File: src/design/servo_regs.vh
`ifndef SERVO_REGS_VH
`define SERVO_REGS_VH

// ----------------------------------------
// Register indices (byte address = 4 * index)
// ----------------------------------------
`define IDX_TRIG_ENA 10'h054
`define IDX_TIMER 10'h055
`define IDX_READBACK 10'h058
`define IDX_OFFSET 10'h059
`define IDX_INT_STATUS 10'h060
`define IDX_INT_MASK 10'h061
`define IDX_GPIO_SEL 10'h062

// ----------------------------------------
// Field positions
// ----------------------------------------
`define BIT_ENA_LEFT 0
`define BIT_ENA_RIGHT 1
`define BIT_LOAD_LEFT 2
`define BIT_LOAD_RIGHT 3
`define BIT_MEAS_LEFT 4
`define BIT_MEAS_RIGHT 5
`define POS_MEAS_DONE 0
`define POS_LOAD_DONE 4
`define POS_CORR_DONE 8
`define POS_OFFSET_LEFT 0
`define POS_OFFSET_RIGHT 8

// ----------------------------------------
// Reset values and the valid timer code
// ----------------------------------------
`define RST_TIMER 4'ha
`define TIMER_VALID 4'h0
`define RST_OFFSET 8'h00
`define RST_ENA 2'h0
`define RST_MASK 2'h0
`define RST_GPIO_SEL 2'h0
`define RST_STATUS 2'h0

// ----------------------------------------
// Timing
// ----------------------------------------
`define CLK_MHZ 100
`define MEASURE_TIME_US 86000
`define LOAD_TIME_US 2000
`define MEASURE_CYCLES (`MEASURE_TIME_US * `CLK_MHZ)
`define LOAD_CYCLES (`LOAD_TIME_US * `CLK_MHZ)

`endif

File: src/design/headphone_dc_offset_servo.v
`timescale 1ns/1ns
`include "servo_regs.vh"

module headphone_dc_offset_servo #(
  parameter integer MEASURE_CYCLES = `MEASURE_CYCLES,
  parameter integer LOAD_CYCLES = `LOAD_CYCLES,
  parameter integer ADDR_W = 12
) (
  // Clock and reset
  input wire clk,
  input wire srst,
  // Avalon-MM slave
  input wire [ADDR_W-1:0] address,
  input wire read,
  input wire write,
  input wire [31:0] writedata,
  input wire [3:0] byteenable,
  output reg [31:0] readdata,
  output wire waitrequest,
  // Measured offsets from the converter front end
  input wire [7:0] measuredOffsetLeft,
  input wire [7:0] measuredOffsetRight,
  // Corrections applied to the headphone outputs
  output wire [7:0] leftHeadphoneCorrection,
  output wire [7:0] rightHeadphoneCorrection,
  // Events
  output reg irq,
  output reg [1:0] gpioDone
);

  // ----------------------------------------
  // Helpers
  // ----------------------------------------
  // Byte-lane merge for 16-bit registers in the low half of the bus
  function [15:0] mergeBytes;
    input [15:0] oldVal;
    input [15:0] newVal;
    input [1:0] be;
    begin
      mergeBytes[7:0] = be[0] ? newVal[7:0] : oldVal[7:0];
      mergeBytes[15:8] = be[1] ? newVal[15:8] : oldVal[15:8];
    end
  endfunction

  function hitIndex;
    input [ADDR_W-1:0] addr;
    input [9:0] idx;
    begin
      hitIndex = (addr[ADDR_W-1:2] == idx[ADDR_W-3:0]);
    end
  endfunction

  function [1:0] laneLow2;
    input [15:0] data;
    input lane;
    begin
      laneLow2 = data[1:0] & {lane, lane};
    end
  endfunction

  // ----------------------------------------
  // Bus handshake
  // ----------------------------------------
  // One wait cycle: read data is captured while waitrequest is high,
  // so it stands at the edge where the master sees waitrequest low.
  reg ack_reg;
  wire request;
  wire writeTaken;
  wire [15:0] wdata;

  assign request = read | write;
  assign waitrequest = request & ~ack_reg;
  assign writeTaken = write & ack_reg;
  assign wdata = writedata[15:0];

  always @(posedge clk) begin
    if (srst) begin
      ack_reg <= 1'b0;
    end else begin
      // Drops after one cycle, so a held request is answered every other cycle
      ack_reg <= request & ~ack_reg;
    end
  end

  // ----------------------------------------
  // Register decode
  // ----------------------------------------
  wire selTrig;
  wire selTimer;
  wire selReadback;
  wire selOffset;
  wire selStatus;
  wire selMask;
  wire selGpio;

  // Word index only; the two low address bits are ignored
  assign selTrig = hitIndex(address, `IDX_TRIG_ENA);
  assign selTimer = hitIndex(address, `IDX_TIMER);
  assign selReadback = hitIndex(address, `IDX_READBACK);
  assign selOffset = hitIndex(address, `IDX_OFFSET);
  assign selStatus = hitIndex(address, `IDX_INT_STATUS);
  assign selMask = hitIndex(address, `IDX_INT_MASK);
  assign selGpio = hitIndex(address, `IDX_GPIO_SEL);

  // ----------------------------------------
  // Control registers
  // ----------------------------------------
  reg [1:0] enable_reg;
  reg [3:0] timer_reg;
  reg [15:0] loadWords_reg;
  reg [1:0] intMask_reg;
  reg [1:0] gpioSel_reg;
  reg [15:0] trigMerged;
  reg [15:0] timerMerged;
  reg [15:0] offsetMerged;

  // Unwritten lanes keep their old contents; intMask_reg and gpioSel_reg load 0 if lane 0 is unwritten
  always @* begin
    trigMerged = mergeBytes({10'h000, 4'h0, enable_reg}, wdata, byteenable[1:0]);
    timerMerged = mergeBytes({12'h000, timer_reg}, wdata, byteenable[1:0]);
    offsetMerged = mergeBytes(loadWords_reg, wdata, byteenable[1:0]);
  end

  always @(posedge clk) begin
    if (srst) begin
      enable_reg <= `RST_ENA;
      timer_reg <= `RST_TIMER;
      loadWords_reg <= {`RST_OFFSET, `RST_OFFSET};
      // Interrupts masked and pins quiet until software opts in
      intMask_reg <= `RST_MASK;
      gpioSel_reg <= `RST_GPIO_SEL;
    end else if (writeTaken) begin
      if (selTrig) begin
        enable_reg[0] <= trigMerged[`BIT_ENA_LEFT];
        enable_reg[1] <= trigMerged[`BIT_ENA_RIGHT];
      end
      if (selTimer) begin
        timer_reg <= timerMerged[3:0];
      end
      if (selOffset) begin
        loadWords_reg <= offsetMerged;
      end
      if (selMask) begin
        intMask_reg <= laneLow2(wdata, byteenable[0]);
      end
      if (selGpio) begin
        gpioSel_reg <= laneLow2(wdata, byteenable[0]);
      end
    end
  end

  // ----------------------------------------
  // Trigger decode
  // ----------------------------------------
  // Reserved timer codes hold the servo off: triggers are ignored
  // until software has written the valid all-zero period.
  wire timerValid;
  wire trigWrite;
  wire [1:0] channelEnable;
  wire [1:0] measureStart;
  wire [1:0] loadStart;

  assign timerValid = (timer_reg == `TIMER_VALID);
  assign channelEnable = enable_reg & {timerValid, timerValid};
  // Trigger bits sit in lane 0; a high-byte-only write starts nothing
  assign trigWrite = writeTaken & selTrig & byteenable[0];
  // Measure wins when both triggers of a channel arrive in one write
  assign measureStart[0] = trigWrite & wdata[`BIT_MEAS_LEFT];
  assign measureStart[1] = trigWrite & wdata[`BIT_MEAS_RIGHT];
  assign loadStart[0] = trigWrite & wdata[`BIT_LOAD_LEFT];
  assign loadStart[1] = trigWrite & wdata[`BIT_LOAD_RIGHT];

  // ----------------------------------------
  // Channels
  // ----------------------------------------
  wire [1:0] measureBusy;
  wire [1:0] loadBusy;
  wire [1:0] measureDone;
  wire [1:0] loadDone;
  wire [7:0] offsetLeft;
  wire [7:0] offsetRight;

  // Both channels share one period; each keeps its own state and count
  servo_channel #(
    .MEASURE_CYCLES(MEASURE_CYCLES),
    .LOAD_CYCLES(LOAD_CYCLES)
  ) leftChannel (
    .clk(clk),
    .srst(srst),
    .servoEnable(channelEnable[0]),
    .measureStart(measureStart[0]),
    .loadStart(loadStart[0]),
    .loadWord(loadWords_reg[7:0]),
    .measuredOffset(measuredOffsetLeft),
    .measureBusy(measureBusy[0]),
    .loadBusy(loadBusy[0]),
    .measureDone(measureDone[0]),
    .loadDone(loadDone[0]),
    .offsetWord(offsetLeft)
  );

  servo_channel #(
    .MEASURE_CYCLES(MEASURE_CYCLES),
    .LOAD_CYCLES(LOAD_CYCLES)
  ) rightChannel (
    .clk(clk),
    .srst(srst),
    .servoEnable(channelEnable[1]),
    .measureStart(measureStart[1]),
    .loadStart(loadStart[1]),
    .loadWord(loadWords_reg[15:8]),
    .measuredOffset(measuredOffsetRight),
    .measureBusy(measureBusy[1]),
    .loadBusy(loadBusy[1]),
    .measureDone(measureDone[1]),
    .loadDone(loadDone[1]),
    .offsetWord(offsetRight)
  );

  // Corrections come straight from the channel flip-flops
  assign leftHeadphoneCorrection = offsetLeft;
  assign rightHeadphoneCorrection = offsetRight;

  // ----------------------------------------
  // Completion and events
  // ----------------------------------------
  wire [1:0] correctionDone;
  reg [1:0] doneLast_reg;
  reg [1:0] intStatus_reg;
  wire [1:0] doneRise;
  wire [1:0] statusClear;

  assign correctionDone = measureDone | loadDone;
  // Edge, not level: a flag that stays set raises one event only
  assign doneRise = correctionDone & ~doneLast_reg;
  assign statusClear = (writeTaken & selStatus) ? laneLow2(wdata, byteenable[0]) : 2'h0;

  // ----------------------------------------
  // Interrupt status
  // ----------------------------------------
  // Set beats clear when an event and a clear land in one clock
  always @(posedge clk) begin
    if (srst) begin
      doneLast_reg <= 2'h0;
      intStatus_reg <= `RST_STATUS;
    end else begin
      doneLast_reg <= correctionDone;
      // events into interrupt, set beats clear
      intStatus_reg <= (intStatus_reg & ~statusClear) | doneRise;
    end
  end

  // ----------------------------------------
  // Event outputs
  // ----------------------------------------
  // Registered so the pins never glitch on a decode change;
  // irq trails the status and mask by one clock, gpioDone the done flags and GPIO select.
  // interrupt and GPIO routing
  always @(posedge clk) begin
    if (srst) begin
      irq <= 1'b0;
      gpioDone <= 2'h0;
    end else begin
      irq <= |(intStatus_reg & intMask_reg);
      gpioDone <= correctionDone & gpioSel_reg;
    end
  end

  // ----------------------------------------
  // Read back
  // ----------------------------------------
  // Unmapped and reserved indices read as zero
  reg [15:0] readMux;

  always @* begin
    readMux = 16'h0000;
    if (selTrig) begin
      readMux[`BIT_ENA_LEFT] = enable_reg[0];
      readMux[`BIT_ENA_RIGHT] = enable_reg[1];
      readMux[`BIT_LOAD_LEFT] = loadBusy[0];
      readMux[`BIT_LOAD_RIGHT] = loadBusy[1];
      readMux[`BIT_MEAS_LEFT] = measureBusy[0];
      readMux[`BIT_MEAS_RIGHT] = measureBusy[1];
    end else if (selTimer) begin
      readMux[3:0] = timer_reg;
    end else if (selReadback) begin
      readMux[`POS_MEAS_DONE+1:`POS_MEAS_DONE] = measureDone;
      readMux[`POS_LOAD_DONE+1:`POS_LOAD_DONE] = loadDone;
      readMux[`POS_CORR_DONE+1:`POS_CORR_DONE] = correctionDone;
    end else if (selOffset) begin
      readMux[`POS_OFFSET_RIGHT+7:`POS_OFFSET_RIGHT] = offsetRight;
      readMux[`POS_OFFSET_LEFT+7:`POS_OFFSET_LEFT] = offsetLeft;
    end else if (selStatus) begin
      readMux[1:0] = intStatus_reg;
    end else if (selMask) begin
      readMux[1:0] = intMask_reg;
    end else if (selGpio) begin
      readMux[1:0] = gpioSel_reg;
    end
  end

  always @(posedge clk) begin
    if (srst) begin
      readdata <= 32'h00000000;
    end else if (read && !ack_reg) begin
      // Loaded on the first request cycle, so it stands at the answer
      readdata <= {16'h0000, readMux};
    end
  end

endmodule // headphone_dc_offset_servo

File: src/design/servo_channel.v
`timescale 1ns/1ns
`include "servo_regs.vh"

module servo_channel #(
  parameter integer MEASURE_CYCLES = `MEASURE_CYCLES,
  parameter integer LOAD_CYCLES = `LOAD_CYCLES,
  parameter integer CNT_W = 24
) (
  // Clock and reset
  input wire clk,
  input wire srst,
  // Control
  input wire servoEnable,
  input wire measureStart,
  input wire loadStart,
  input wire [7:0] loadWord,
  input wire [7:0] measuredOffset,
  // Status
  output wire measureBusy,
  output wire loadBusy,
  output reg measureDone,
  output reg loadDone,
  output reg [7:0] offsetWord
);

  localparam [1:0] ST_IDLE = 2'd0;
  localparam [1:0] ST_MEASURE = 2'd1;
  localparam [1:0] ST_LOAD = 2'd2;

  reg [1:0] state_reg;
  reg [CNT_W-1:0] count_reg;

  assign measureBusy = (state_reg == ST_MEASURE);
  assign loadBusy = (state_reg == ST_LOAD);

  always @(posedge clk) begin
    if (srst) begin
      state_reg <= ST_IDLE;
      count_reg <= {CNT_W{1'b0}};
      measureDone <= 1'b0;
      loadDone <= 1'b0;
      offsetWord <= `RST_OFFSET;
    end else begin
      case (state_reg)
        ST_IDLE: begin
          if (servoEnable && measureStart) begin
            state_reg <= ST_MEASURE;
            count_reg <= MEASURE_CYCLES[CNT_W-1:0] - 1'b1;
            measureDone <= 1'b0;
          end else if (servoEnable && loadStart) begin
            state_reg <= ST_LOAD;
            count_reg <= LOAD_CYCLES[CNT_W-1:0] - 1'b1;
            loadDone <= 1'b0;
          end
        end
        ST_MEASURE: begin
          // Disabling the channel abandons the run without a done flag
          if (!servoEnable) begin
            state_reg <= ST_IDLE;
          end else if (count_reg == {CNT_W{1'b0}}) begin
            state_reg <= ST_IDLE;
            offsetWord <= measuredOffset;
            measureDone <= 1'b1;
          end else begin
            count_reg <= count_reg - 1'b1;
          end
        end
        ST_LOAD: begin
          if (!servoEnable) begin
            state_reg <= ST_IDLE;
          end else if (count_reg == {CNT_W{1'b0}}) begin
            state_reg <= ST_IDLE;
            offsetWord <= loadWord;
            loadDone <= 1'b1;
          end else begin
            count_reg <= count_reg - 1'b1;
          end
        end
        default: begin
          state_reg <= ST_IDLE;
        end
      endcase
    end
  end

endmodule // servo_channel

File: config.mk
export PLATFORM = sky130hd
export DESIGN_NAME = headphone_dc_offset_servo
export DESIGN_NICKNAME = d
export VERILOG_FILES = /design/src/design/headphone_dc_offset_servo.v /design/src/design/servo_channel.v
export VERILOG_INCLUDE_DIRS = /design/src /design/src/design
export SDC_FILE = /design/constraint.sdc
export NUM_CORES = 1
export LEC_CHECK = 0
export ABC_AREA = 1
export ABC_CLOCK_PERIOD_IN_PS = 2000
export BUFFER_PORTS_ARGS = -buffer_cell sky130_fd_sc_hd__buf_2
export CORE_MARGIN = 2
export CORE_UTILIZATION = 50
export DETAILED_ROUTE_END_ITERATION = 7
export PLACE_DENSITY = 0.74
export SYNTH_ARGS = -nofsm -noshare
export SYNTH_HDL_FRONTEND = slang
export SYNTH_SLANG_ARGS = --single-unit
File: constraint.sdc
create_clock -name clk -period 2 [get_ports clk]
set_clock_uncertainty 0.2 [all_clocks]
set_input_delay 0.3 -clock clk [delete_from_list [all_inputs] [get_ports clk]]
set_output_delay 0.3 -clock clk [all_outputs]
set_load 0.005 [all_outputs]
==> qor.csv, run 1 <==
metric,value,unit
synth_ff_type,dfxtp_1,
drcViolationCount,0,
portBuffers,83,
finalNonFillerCells,1468,
max_freq,0.513,GHz
grt_pass1_wl,33.4,mm
setup_viol,0,
slew_viol_final,0,
status,"complete, no violations",
hold_viol,0,
grt_pass1_vias,7321,
required,2.16,ns
ys_warn_count,0,
fp.coreArea,0.0137,mm²
clockBufferDepth,2,
gp_congestion,0.952,
wl_per_cell,14.7,µm
placed_cells,1389,
wirelength,21.6,mm
antenna_found_initial,0,
via_per_inst,5.41,
synth-seq-area-share,35.2,%
final_common_cell,nand2_1,
netlist_instances,1076,
antenna_cells,0,
fillers,1172,
ioPinCount,120,
crit_arrival,2.11,ns
tritoncts,built,
drtPass1Iterations,6,
track_usage,28.1,%
critPathKind,register to register,
die_h,122,µm
ant_nets,0,
min_path_type,input port to register,
syn_avg_cell_area,6.45,µm²
mostFrequentLayoutCells,"271 x nand2_1, 152 x nor2_1, 116 x dfxtp_1",
grt_max_degree,41,
row_count,43,
cts-root-buf,clkbuf_16,
crit_top_cell,nand2_1,
cts.clk_slew.worst_paths,0.06,ns
die-area,0.0148,mm²
clk-insertion-delay-late,0.43,ns
syn-cell-area,0.00694,mm²
start_kind,register,
period_needed,1.95,ns
ys_async_sr_fraction,0,%
drive_above_1_share,23.9,%
synth_seq_cells,122,
cp_cell_sequence,inv_2 > buf_4 > nand2_1 > nor2_2 > nand2_1 > or2_2 > nand3_1 > nand4_1 > a21oi_1,
dp_hpwl,14.2,mm
num_vias,7940,
vdd_ir_drop_max,0.000629,V
cts_sinks,122,
cap_viol_max_count,0,
finalCritPeriodShare,97.4,%
die_w,122,µm
overflow,0,
drtIter0Drc,656,
cp_max_fo,5,
initial_core_util,50.6,%
nets,1354,
cts_buffers,17,
h-tree-depth,4,
max_stage_delay,0.33,ns
cp-end-kind,register,
slowest_stage,or2_2,
synthDistinctLibCells,39,
power_leakage,4.38,nW
power,7.74,mW
syn_to_final_growth,33.5,%
synth_edf_count,0,
power_density,835,mW/mm²
[final timing paths]
| kind | endpoint | slack [ns] | depth (start not counted) | from |
|---|---|---|---|---|
| max | rightChannel.count_reg[11] | 0.05 | 9 | rightChannel.count_reg[0] |
| max reg2reg | rightChannel.count_reg[11] | 0.05 | 9 | rightChannel.count_reg[0] |
| min reg2reg | intStatus_reg[0] | 0.23 | 1 | doneLast_reg[0] |
| min | leftChannel.offsetWord[7] | 0.01 | 4 | measuredOffsetLeft[7] |
[timing repair]
| item | in CTS | in global routing |
|---|---|---|
| gates cloned | 0 | 3 |
| endpoints found under the hold margin | 27 | 0 |
| setup endpoints to repair | 6 | 67 |
| hold buffers | 26 | 0 |
| pin swaps | 2 | 19 |
| gates resized for setup | 5 | 51 |
| buffers inserted | 2 | 16 |
[cell type report]
cell class	count	area, µm²	share of cell area (%)
tap	180	225	2.43
clock buffer	18	439	4.74
multi-input combinational	826	4030	43.5
sequential	122	2450	26.5
inverter	91	347	3.74
timing repair buffer	217	1590	17.2
clock inverter	14	181	1.96
[cell families after synthesis]
logic type                 Yosys count  synth area share, %
adders and majority gates           11                 1.98
and+or+nand+nor                    621                 38.9
AOI/OAI and AO/OA                  165                 12.7
xor gates and xnor gates            13                 1.64
DFF                                122                 35.2
other                                1               0.0540
buffers and inverters              143                 9.54
[critical path, delay by kind of cell, from the launching register on]
kind | cells | cell delay, ns
compound gates | 1 | 0.15
simple gates | 6 | 0.96
buf+inv | 2 | 0.25
flops | 1 | 0.32
[synthesized netlist by cell type, types with 12 or more instances]
| library cell | number | area, µm² |
|---|---|---|
| nand2_1 | 277 | 1040 |
| buf_4 | 19 | 143 |
| nand3_1 | 76 | 380 |
| o21ai_0 | 62 | 310 |
| nand4_1 | 39 | 244 |
| clkbuf_1 | 19 | 71.3 |
| nor2_1 | 174 | 653 |
| nor3_1 | 14 | 70.1 |
| or2_2 | 12 | 75.1 |
| a21oi_1 | 76 | 380 |
| dfxtp_1 | 122 | 2440 |
| inv_1 | 82 | 308 |
[stage by stage]
| step | hold slack, ns | worst slack, ns | area (µm²) | setup TNS, ns | utilization, % |
|---|---|---|---|---|---|
| finish | 0.0111 | 0.0514 | 9270 | 0 | 67.5 |
| global route | 0.0430 | -0.0979 | 9270 | -0.631 | 67.5 |
| CTS | 0.0108 | 0.00939 | 8940 | 0 | 65.2 |
| detailed placement | 0.227 | -0.0446 | 8040 | -0.849 | 58.6 |
| global placement | 0.211 | 0.00100 | 8040 | 0 | 58.6 |
| floorplan | 0.184 | 0.183 | 7000 | 0 | - |
[power by group]
| part | total (mW) | switching [mW] | internal [mW] |
|---|---|---|---|
| combinational | 1.94 | 1.18 | 0.767 |
| sequential | 2.53 | 0.0505 | 2.48 |
| clock | 3.26 | 1.24 | 2.02 |
[per-layer routing]
layer | global-route usage, % | up-vias | share of wire [%]
li1 | - | 3889 | -
met1 | 34.2 | 3632 | 42
met2 | 48.5 | 346 | 48
met3 | 5.99 | 73 | 6.6
met4 | 11.0 | 0 | 3.6
met5 | 0 | - | 0
No activity file was read; power rests on OpenSTA's default activity.
==> inputs of run 2 (changes only) <==
==> constraint.sdc (replaced) <==
create_clock -name clk -period 2 [get_ports clk]
set_clock_uncertainty 0.2 [all_clocks]
set_input_delay 0.2 -clock clk [delete_from_list [all_inputs] [get_ports clk]]
set_output_delay 0.2 -clock clk [all_outputs]
set_load 0.005 [all_outputs]
==> run 2 against run 1 <==
- die area did not move
- cell area is 1.6% lower
- core utilization shrank 1.1 points
- count of clock-buffer cells in the layout rose by 1
- flip-flop and latch count unchanged
- via count down 1.3%
- the flow now finishes with violations (negative hold slack)
- largest cell class unchanged
- non-clock buffer count decreased by 20
- sequential power about the same
- sequential share of layout area is 0.34 points higher
- critical path depth up 1
- global-route usage is 0.060 points lower
==> qor.csv, run 2 (synthesis results as in run 1) <==
metric,value,unit,change
hold_ws,-0.00862,ns,was 0.0111 ns
wirelength,20.9,mm,was 21.6 mm
num_vias,7840,,was 7940
cp-startpoint,ack_reg,,was rightChannel.count_reg[0]
max_freq,0.517,GHz,was 0.513 GHz
cp-end-kind,register,,unchanged
min_from,measuredOffsetLeft[4],,was measuredOffsetLeft[7]
p_seq_share,33.3,%,was 32.7%
power_density,834,mW/mm²,was 835 mW/mm²
fillers,1174,,was 1172
mostFrequentLayoutCells,"272 x nand2_1, 152 x nor2_1, 120 x dfxtp_1",,"was 271 x nand2_1, 152 x nor2_1, 116 x dfxtp_1"
route.met3.wl,1.49,mm,was 1.43 mm
met2_length,10.1,mm,was 10.4 mm
dr.max_layer_used,met4,,unchanged
tritoncts,built,,unchanged
cts.clk_slew.worst_paths,0.06,ns,about the same
via_per_inst,5.41,,about the same
period_needed,1.93,ns,was 1.95 ns
antenna_cells,0,,unchanged
grt_pass1_vias,7155,,was 7321
final_common_cell,nand2_1,,unchanged
slowest_stage,dfxtp_1,,was or2_2
cts-root-buf,clkbuf_16,,unchanged
die-area,0.0148,mm²,unchanged
die_w,122,µm,unchanged
vdd_ir_drop_max,0.000614,V,was 0.000629 V
clk-insertion-delay-late,0.42,ns,was 0.43 ns
drcViolationCount,0,,unchanged
grt_pass1_wl,33.3,mm,was 33.4 mm
antenna_found_initial,0,,unchanged
cap_viol_max_count,0,,unchanged
min_path_type,input port to register,,unchanged
fp.coreArea,0.0137,mm²,unchanged
crit_arrival,2.03,ns,was 2.11 ns
die_h,122,µm,unchanged
ant_nets,0,,unchanged
syn_to_final_growth,31.4,%,was 33.5%
postLayoutCoreUtil,66.5,%,was 67.5%
grt_max_degree,68,,was 41
wl_met1,8.68,mm,was 8.97 mm
power_frac_clock,42.0,%,was 42.1%
hold_viol,2,,was 0
gp_congestion,0.956,,was 0.952
violations,negative hold slack,,
drtIter0Drc,524,,was 656
nets,1334,,was 1354
min_path_cells,5,,was 4
cp_cell_sequence,nand2_1 > inv_2 > nand2_1 > nor2_4 > buf_4 > nand4_1 > o21ai_0 > nand4_1 > nand2_1 > nor2_1,,was inv_2 > buf_4 > nand2_1 > nor2_2 > nand2_1 > or2_2 > nand3_1 > nand4_1 > a21oi_1
clockBufferDepth,2,,unchanged
overflow,0,,unchanged
portBuffers,83,,unchanged
dp_hpwl,13.6,mm,was 14.2 mm
rsz0062_at_grt,yes,,
wl_per_cell,14.4,µm,was 14.7 µm
cts_sinks,122,,unchanged
internal_power,5.24,mW,was 5.27 mW
start_kind,register,,unchanged
drive_above_1_share,21.6,%,was 23.9%
critPathKind,register to register,,unchanged
status,finished with violations,,"was complete, no violations"
cts_buffers,17,,unchanged
track_usage,28.1,%,about the same
max_stage_delay,0.32,ns,was 0.33 ns
ioPinCount,120,,unchanged
required,2.10,ns,was 2.16 ns
p_switching,2.37,mW,was 2.47 mW
row_count,43,,unchanged
drtPass1Iterations,6,,unchanged
reg2regPathDepth,10,,was 9
r2r-start,ack_reg,,was rightChannel.count_reg[0]
h-tree-depth,4,,unchanged
power,7.61,mW,was 7.74 mW
power_leakage,4.27,nW,was 4.38 nW
initial_core_util,50.6,%,unchanged
slew_viol_final,0,,unchanged
finalCritPeriodShare,96.7,%,was 97.4%
setup_viol,0,,unchanged
p_sw_share,31.2,%,was 31.9%
crit_top_cell,nand2_1,,unchanged
combPwrFrac,24.7,%,was 25.1%
cp_max_fo,6,,was 5
==> run 2: cell count changes in the layout (fill, tap and decap cells not counted), moves of 3 or more <==
cell           previous run  this run
buf_4                    99        72
dfxtp_1                 116       120
dfxtp_2                   5         2
dlygate4sd3_1            26        32
ha_1                      7        10
inv_6                     7         4
==> run 2: power groups by stage <==
stage	clock network [mW]	registers, mW	logic (mW)
4_1_cts	3.22	2.53	1.74
2_1_floorplan	0	2.58	1.22
5_1_grt	3.33	2.54	2.09
6_report	3.19	2.54	1.88
3_5_place_dp	0	2.58	1.68
3_3_place_gp	0	2.58	1.65
==> run 2: what timing repair did <==
action,CTS,global route
hold buffers,32,0
endpoints found under the setup margin,1,59
pin swaps,0,14
resized for setup,1,55
setup buffers,0,10
endpoints found under the hold margin,40,0
cloned,0,2
==> run 2: final timing paths <==
path | to | slack [ns]
setup / recovery | rightChannel.count_reg[10] | 0.07
hold / removal | leftChannel.offsetWord[4] | -0.009
setup reg to reg | rightChannel.count_reg[10] | 0.07
hold reg to reg | intStatus_reg[1] | 0.24
==> run 2: routing by layer <==
metal	up-vias	global-route usage, %
li1	3856	-
met1	3582	35.5
met2	347	47.2
met3	55	5.10
met4	0	11.4
met5	-	0
==> run 2: per-stage QoR <==
stage	setup TNS [ns]	std cells	setup WS, ns	area, µm²
floorplan	0	1091	0.183	7000
global placement	0	1372	0.00260	7890
detailed placement	-0.0893	1372	-0.0412	7890
CTS	0	1436	0.00343	8820
global route	-0.0927	1448	-0.0165	9120
finish	0	1448	0.0659	9120
==> run 2: worst max-delay path, delay by kind of cell, from the launching register on <==
family | cells | cell delay (ns)
flops | 1 | 0.32
compound gates | 1 | 0.16
buf+inv | 2 | 0.25
simple gates | 7 | 0.88
==> run 2: area by class of cell <==
type                       count  area [µm²]  area share [%]
clock buffer                  19         443            4.86
clock inverter                13         165            1.81
inverter                      91         350            3.84
multi-input combinational    826        4030            44.2
sequential                   122        2440            26.8
tap                          180         225            2.47
timing repair buffer         197        1460            16.0
==> inputs of run 3 (changes only) <==
--- a/config.mk
+++ b/config.mk
@@ -8,11 +8,11 @@
 export LEC_CHECK = 0
 export ABC_AREA = 1
 export ABC_CLOCK_PERIOD_IN_PS = 2000
-export BUFFER_PORTS_ARGS = -buffer_cell sky130_fd_sc_hd__buf_2
 export CORE_MARGIN = 2
 export CORE_UTILIZATION = 50
 export DETAILED_ROUTE_END_ITERATION = 7
-export PLACE_DENSITY = 0.74
+export DONT_BUFFER_PORTS = 1
+export PLACE_DENSITY = 0.67
 export SYNTH_ARGS = -nofsm -noshare
 export SYNTH_HDL_FRONTEND = slang
 export SYNTH_SLANG_ARGS = --single-unit
==> run 3 against run 2 <==
- the flow now finishes without violations
- count of clock-buffer cells in the layout fell by 1
- wire length down 6.1%
- maximum frequency increased by 1.1%
- first-iteration DRC count fell by 8.6%
- register-to-register slack better by 0.02 ns
- clock power decreased by 3%
- sequential share of layout area grew 0.91 points
- worst setup slack gained 0.021 ns
==> qor.csv, run 3 (synthesis results as in run 1) <==
metric,value,unit,change
drcViolationCount,0,,unchanged
h-tree-depth,4,,unchanged
final_common_cell,nand2_1,,unchanged
placed_cell_area,0.00746,mm²,was 0.00789 mm²
setup_tns,0,ns,unchanged
gp_congestion,0.944,,was 0.956
drtIter0Drc,479,,was 524
hold_viol,0,,was 2
wl_per_cell,14.3,µm,was 14.4 µm
cts_sinks,122,,unchanged
internal_power,5.12,mW,was 5.24 mW
rsz0062_at_grt,yes,,unchanged
fp.coreArea,0.0137,mm²,unchanged
ant_nets,0,,unchanged
syn_to_final_growth,27.1,%,was 31.4%
postLayoutCoreUtil,64.3,%,was 66.5%
grt_pass1_vias,6665,,was 7155
die_h,122,µm,unchanged
p_switching,2.36,mW,was 2.37 mW
portBuffers,0,,was 83
die_w,122,µm,unchanged
cts-root-buf,clkbuf_16,,unchanged
via_per_inst,5.35,,was 5.41
antenna_cells,0,,unchanged
nets,1259,,was 1334
fillers,1220,,was 1174
power_density,848,mW/mm²,was 834 mW/mm²
crit_arrival,2.07,ns,was 2.03 ns
finalCritPeriodShare,95.6,%,was 96.7%
required,2.16,ns,was 2.10 ns
cap_viol_max_count,0,,unchanged
cp_max_fo,6,,unchanged
max_freq,0.523,GHz,was 0.517 GHz
ioPinCount,120,,unchanged
rrSetupSlack,0.09,ns,was 0.07 ns
drtPass1Iterations,8,,was 6
wirelength,19.6,mm,was 20.9 mm
slew_viol_final,0,,unchanged
p_sw_share,31.6,%,was 31.2%
cp-end-kind,register,,unchanged
cts_buffers,17,,unchanged
track_usage,26.4,%,was 28.1%
min_from,address[10],,was measuredOffsetLeft[4]
period_needed,1.91,ns,was 1.93 ns
start_kind,register,,unchanged
mostFrequentLayoutCells,"270 x nand2_1, 155 x nor2_1, 119 x dfxtp_1",,"was 272 x nand2_1, 152 x nor2_1, 120 x dfxtp_1"
hold_end,readdata[0],,was leftChannel.offsetWord[4]
power_leakage,3.93,nW,was 4.27 nW
grt_max_degree,69,,was 68
combPwrFrac,24.5,%,was 24.7%
die-area,0.0148,mm²,unchanged
initial_core_util,50.6,%,unchanged
status,"complete, no violations",,was finished with violations
cts.clk_slew.worst_paths,0.06,ns,about the same
tritoncts,built,,unchanged
dp_hpwl,13.1,mm,was 13.6 mm
reg2regPathDepth,12,,was 10
setup_viol,0,,unchanged
min_path_cells,5,,unchanged
grt_pass1_wl,31.3,mm,was 33.3 mm
min_path_type,input port to register,,unchanged
overflow,0,,unchanged
clk-insertion-delay-late,0.43,ns,was 0.42 ns
p_seq_share,33.9,%,was 33.3%
power_frac_clock,41.6,%,was 42.0%
critPathKind,register to register,,unchanged
clockBufferDepth,2,,unchanged
reg2reg_to,rightChannel.count_reg[1],,was rightChannel.count_reg[10]
vdd_ir_drop_max,0.000547,V,was 0.000614 V
final_area,0.00882,mm²,was 0.00912 mm²
drive_above_1_share,16.0,%,was 21.6%
row_count,43,,unchanged
antenna_found_initial,0,,unchanged
num_vias,7341,,was 7840
power,7.48,mW,was 7.61 mW
r2r-start,timer_reg[2],,was ack_reg
==> run 3: worst max-delay path by stage <==
stage / to / slack, ns / start
finish: rightChannel.count_reg[1] / 0.09 / timer_reg[2]
global route: rightChannel.count_reg[7] / -0.08 / timer_reg[3]
CTS: leftChannel.state_reg[0] / 0.03 / address[3]
detailed placement: rightChannel.count_reg[0] / 0.05 / rightChannel.count_reg[0]
global placement: leftChannel.count_reg[16] / 0.09 / leftChannel.count_reg[0]
floorplan: rightChannel.count_reg[16] / 0.18 / rightChannel.count_reg[0]
==> run 3: power groups by stage <==
stage	logic (mW)	clock network (mW)	registers, mW
4_1_cts	1.71	3.14	2.53
6_report	1.83	3.11	2.54
3_3_place_gp	1.57	0	2.58
2_1_floorplan	1.22	0	2.58
5_1_grt	2.04	3.27	2.55
3_5_place_dp	1.58	0	2.59
==> run 3: timing repair <==
item / in CTS / in global routing
hold buffers: 43 / 1
setup buffers: 0 / 10
endpoints found under the setup margin: 0 / 72
hold endpoints to repair: 112 / 2
gates resized for setup: 0 / 53
==> run 3: worst max-delay path: stages (launching register included) <==
cell,delay [ns]
dfxtp_2,0.33
nor2_2,0.13
nand3_2,0.14
nor2_4,0.15
inv_2,0.05
nor2_2,0.09
nand2_2,0.09
nand3_4,0.10
nand3_4,0.17
clkbuf_16,0.21
nand2_1,0.06
nand2_1,0.05
nor2_1,0.09
==> run 3: stage by stage <==
stage | hold slack (ns) | cells | setup WS, ns
5_1_grt | 0.0350 | 1373 | -0.0779
2_1_floorplan | 0.0839 | 1091 | 0.183
3_5_place_dp | 0.0767 | 1284 | 0.0504
4_1_cts | 0.00153 | 1359 | 0.0326
3_3_place_gp | 0.0763 | 1284 | 0.0874
6_report | 0.0111 | 1373 | 0.0872
==> run 3: per-layer routing <==
metal | wire, µm | GRT usage [%]
met3 | 1310 | 6.04
met2 | 9250 | 42.4
met5 | 0 | 0
met1 | 8530 | 34.1
met4 | 502 | 11.1
==> run 3: cell type report <==
class                      count  area, µm²  area share, %
inverter                      91        347           3.93
clock buffer                  18        439           4.98
clock inverter                14        159           1.80
tap                          180        225           2.55
timing repair buffer         122       1190           13.5
multi-input combinational    826       4020           45.6
sequential                   122       2450           27.7
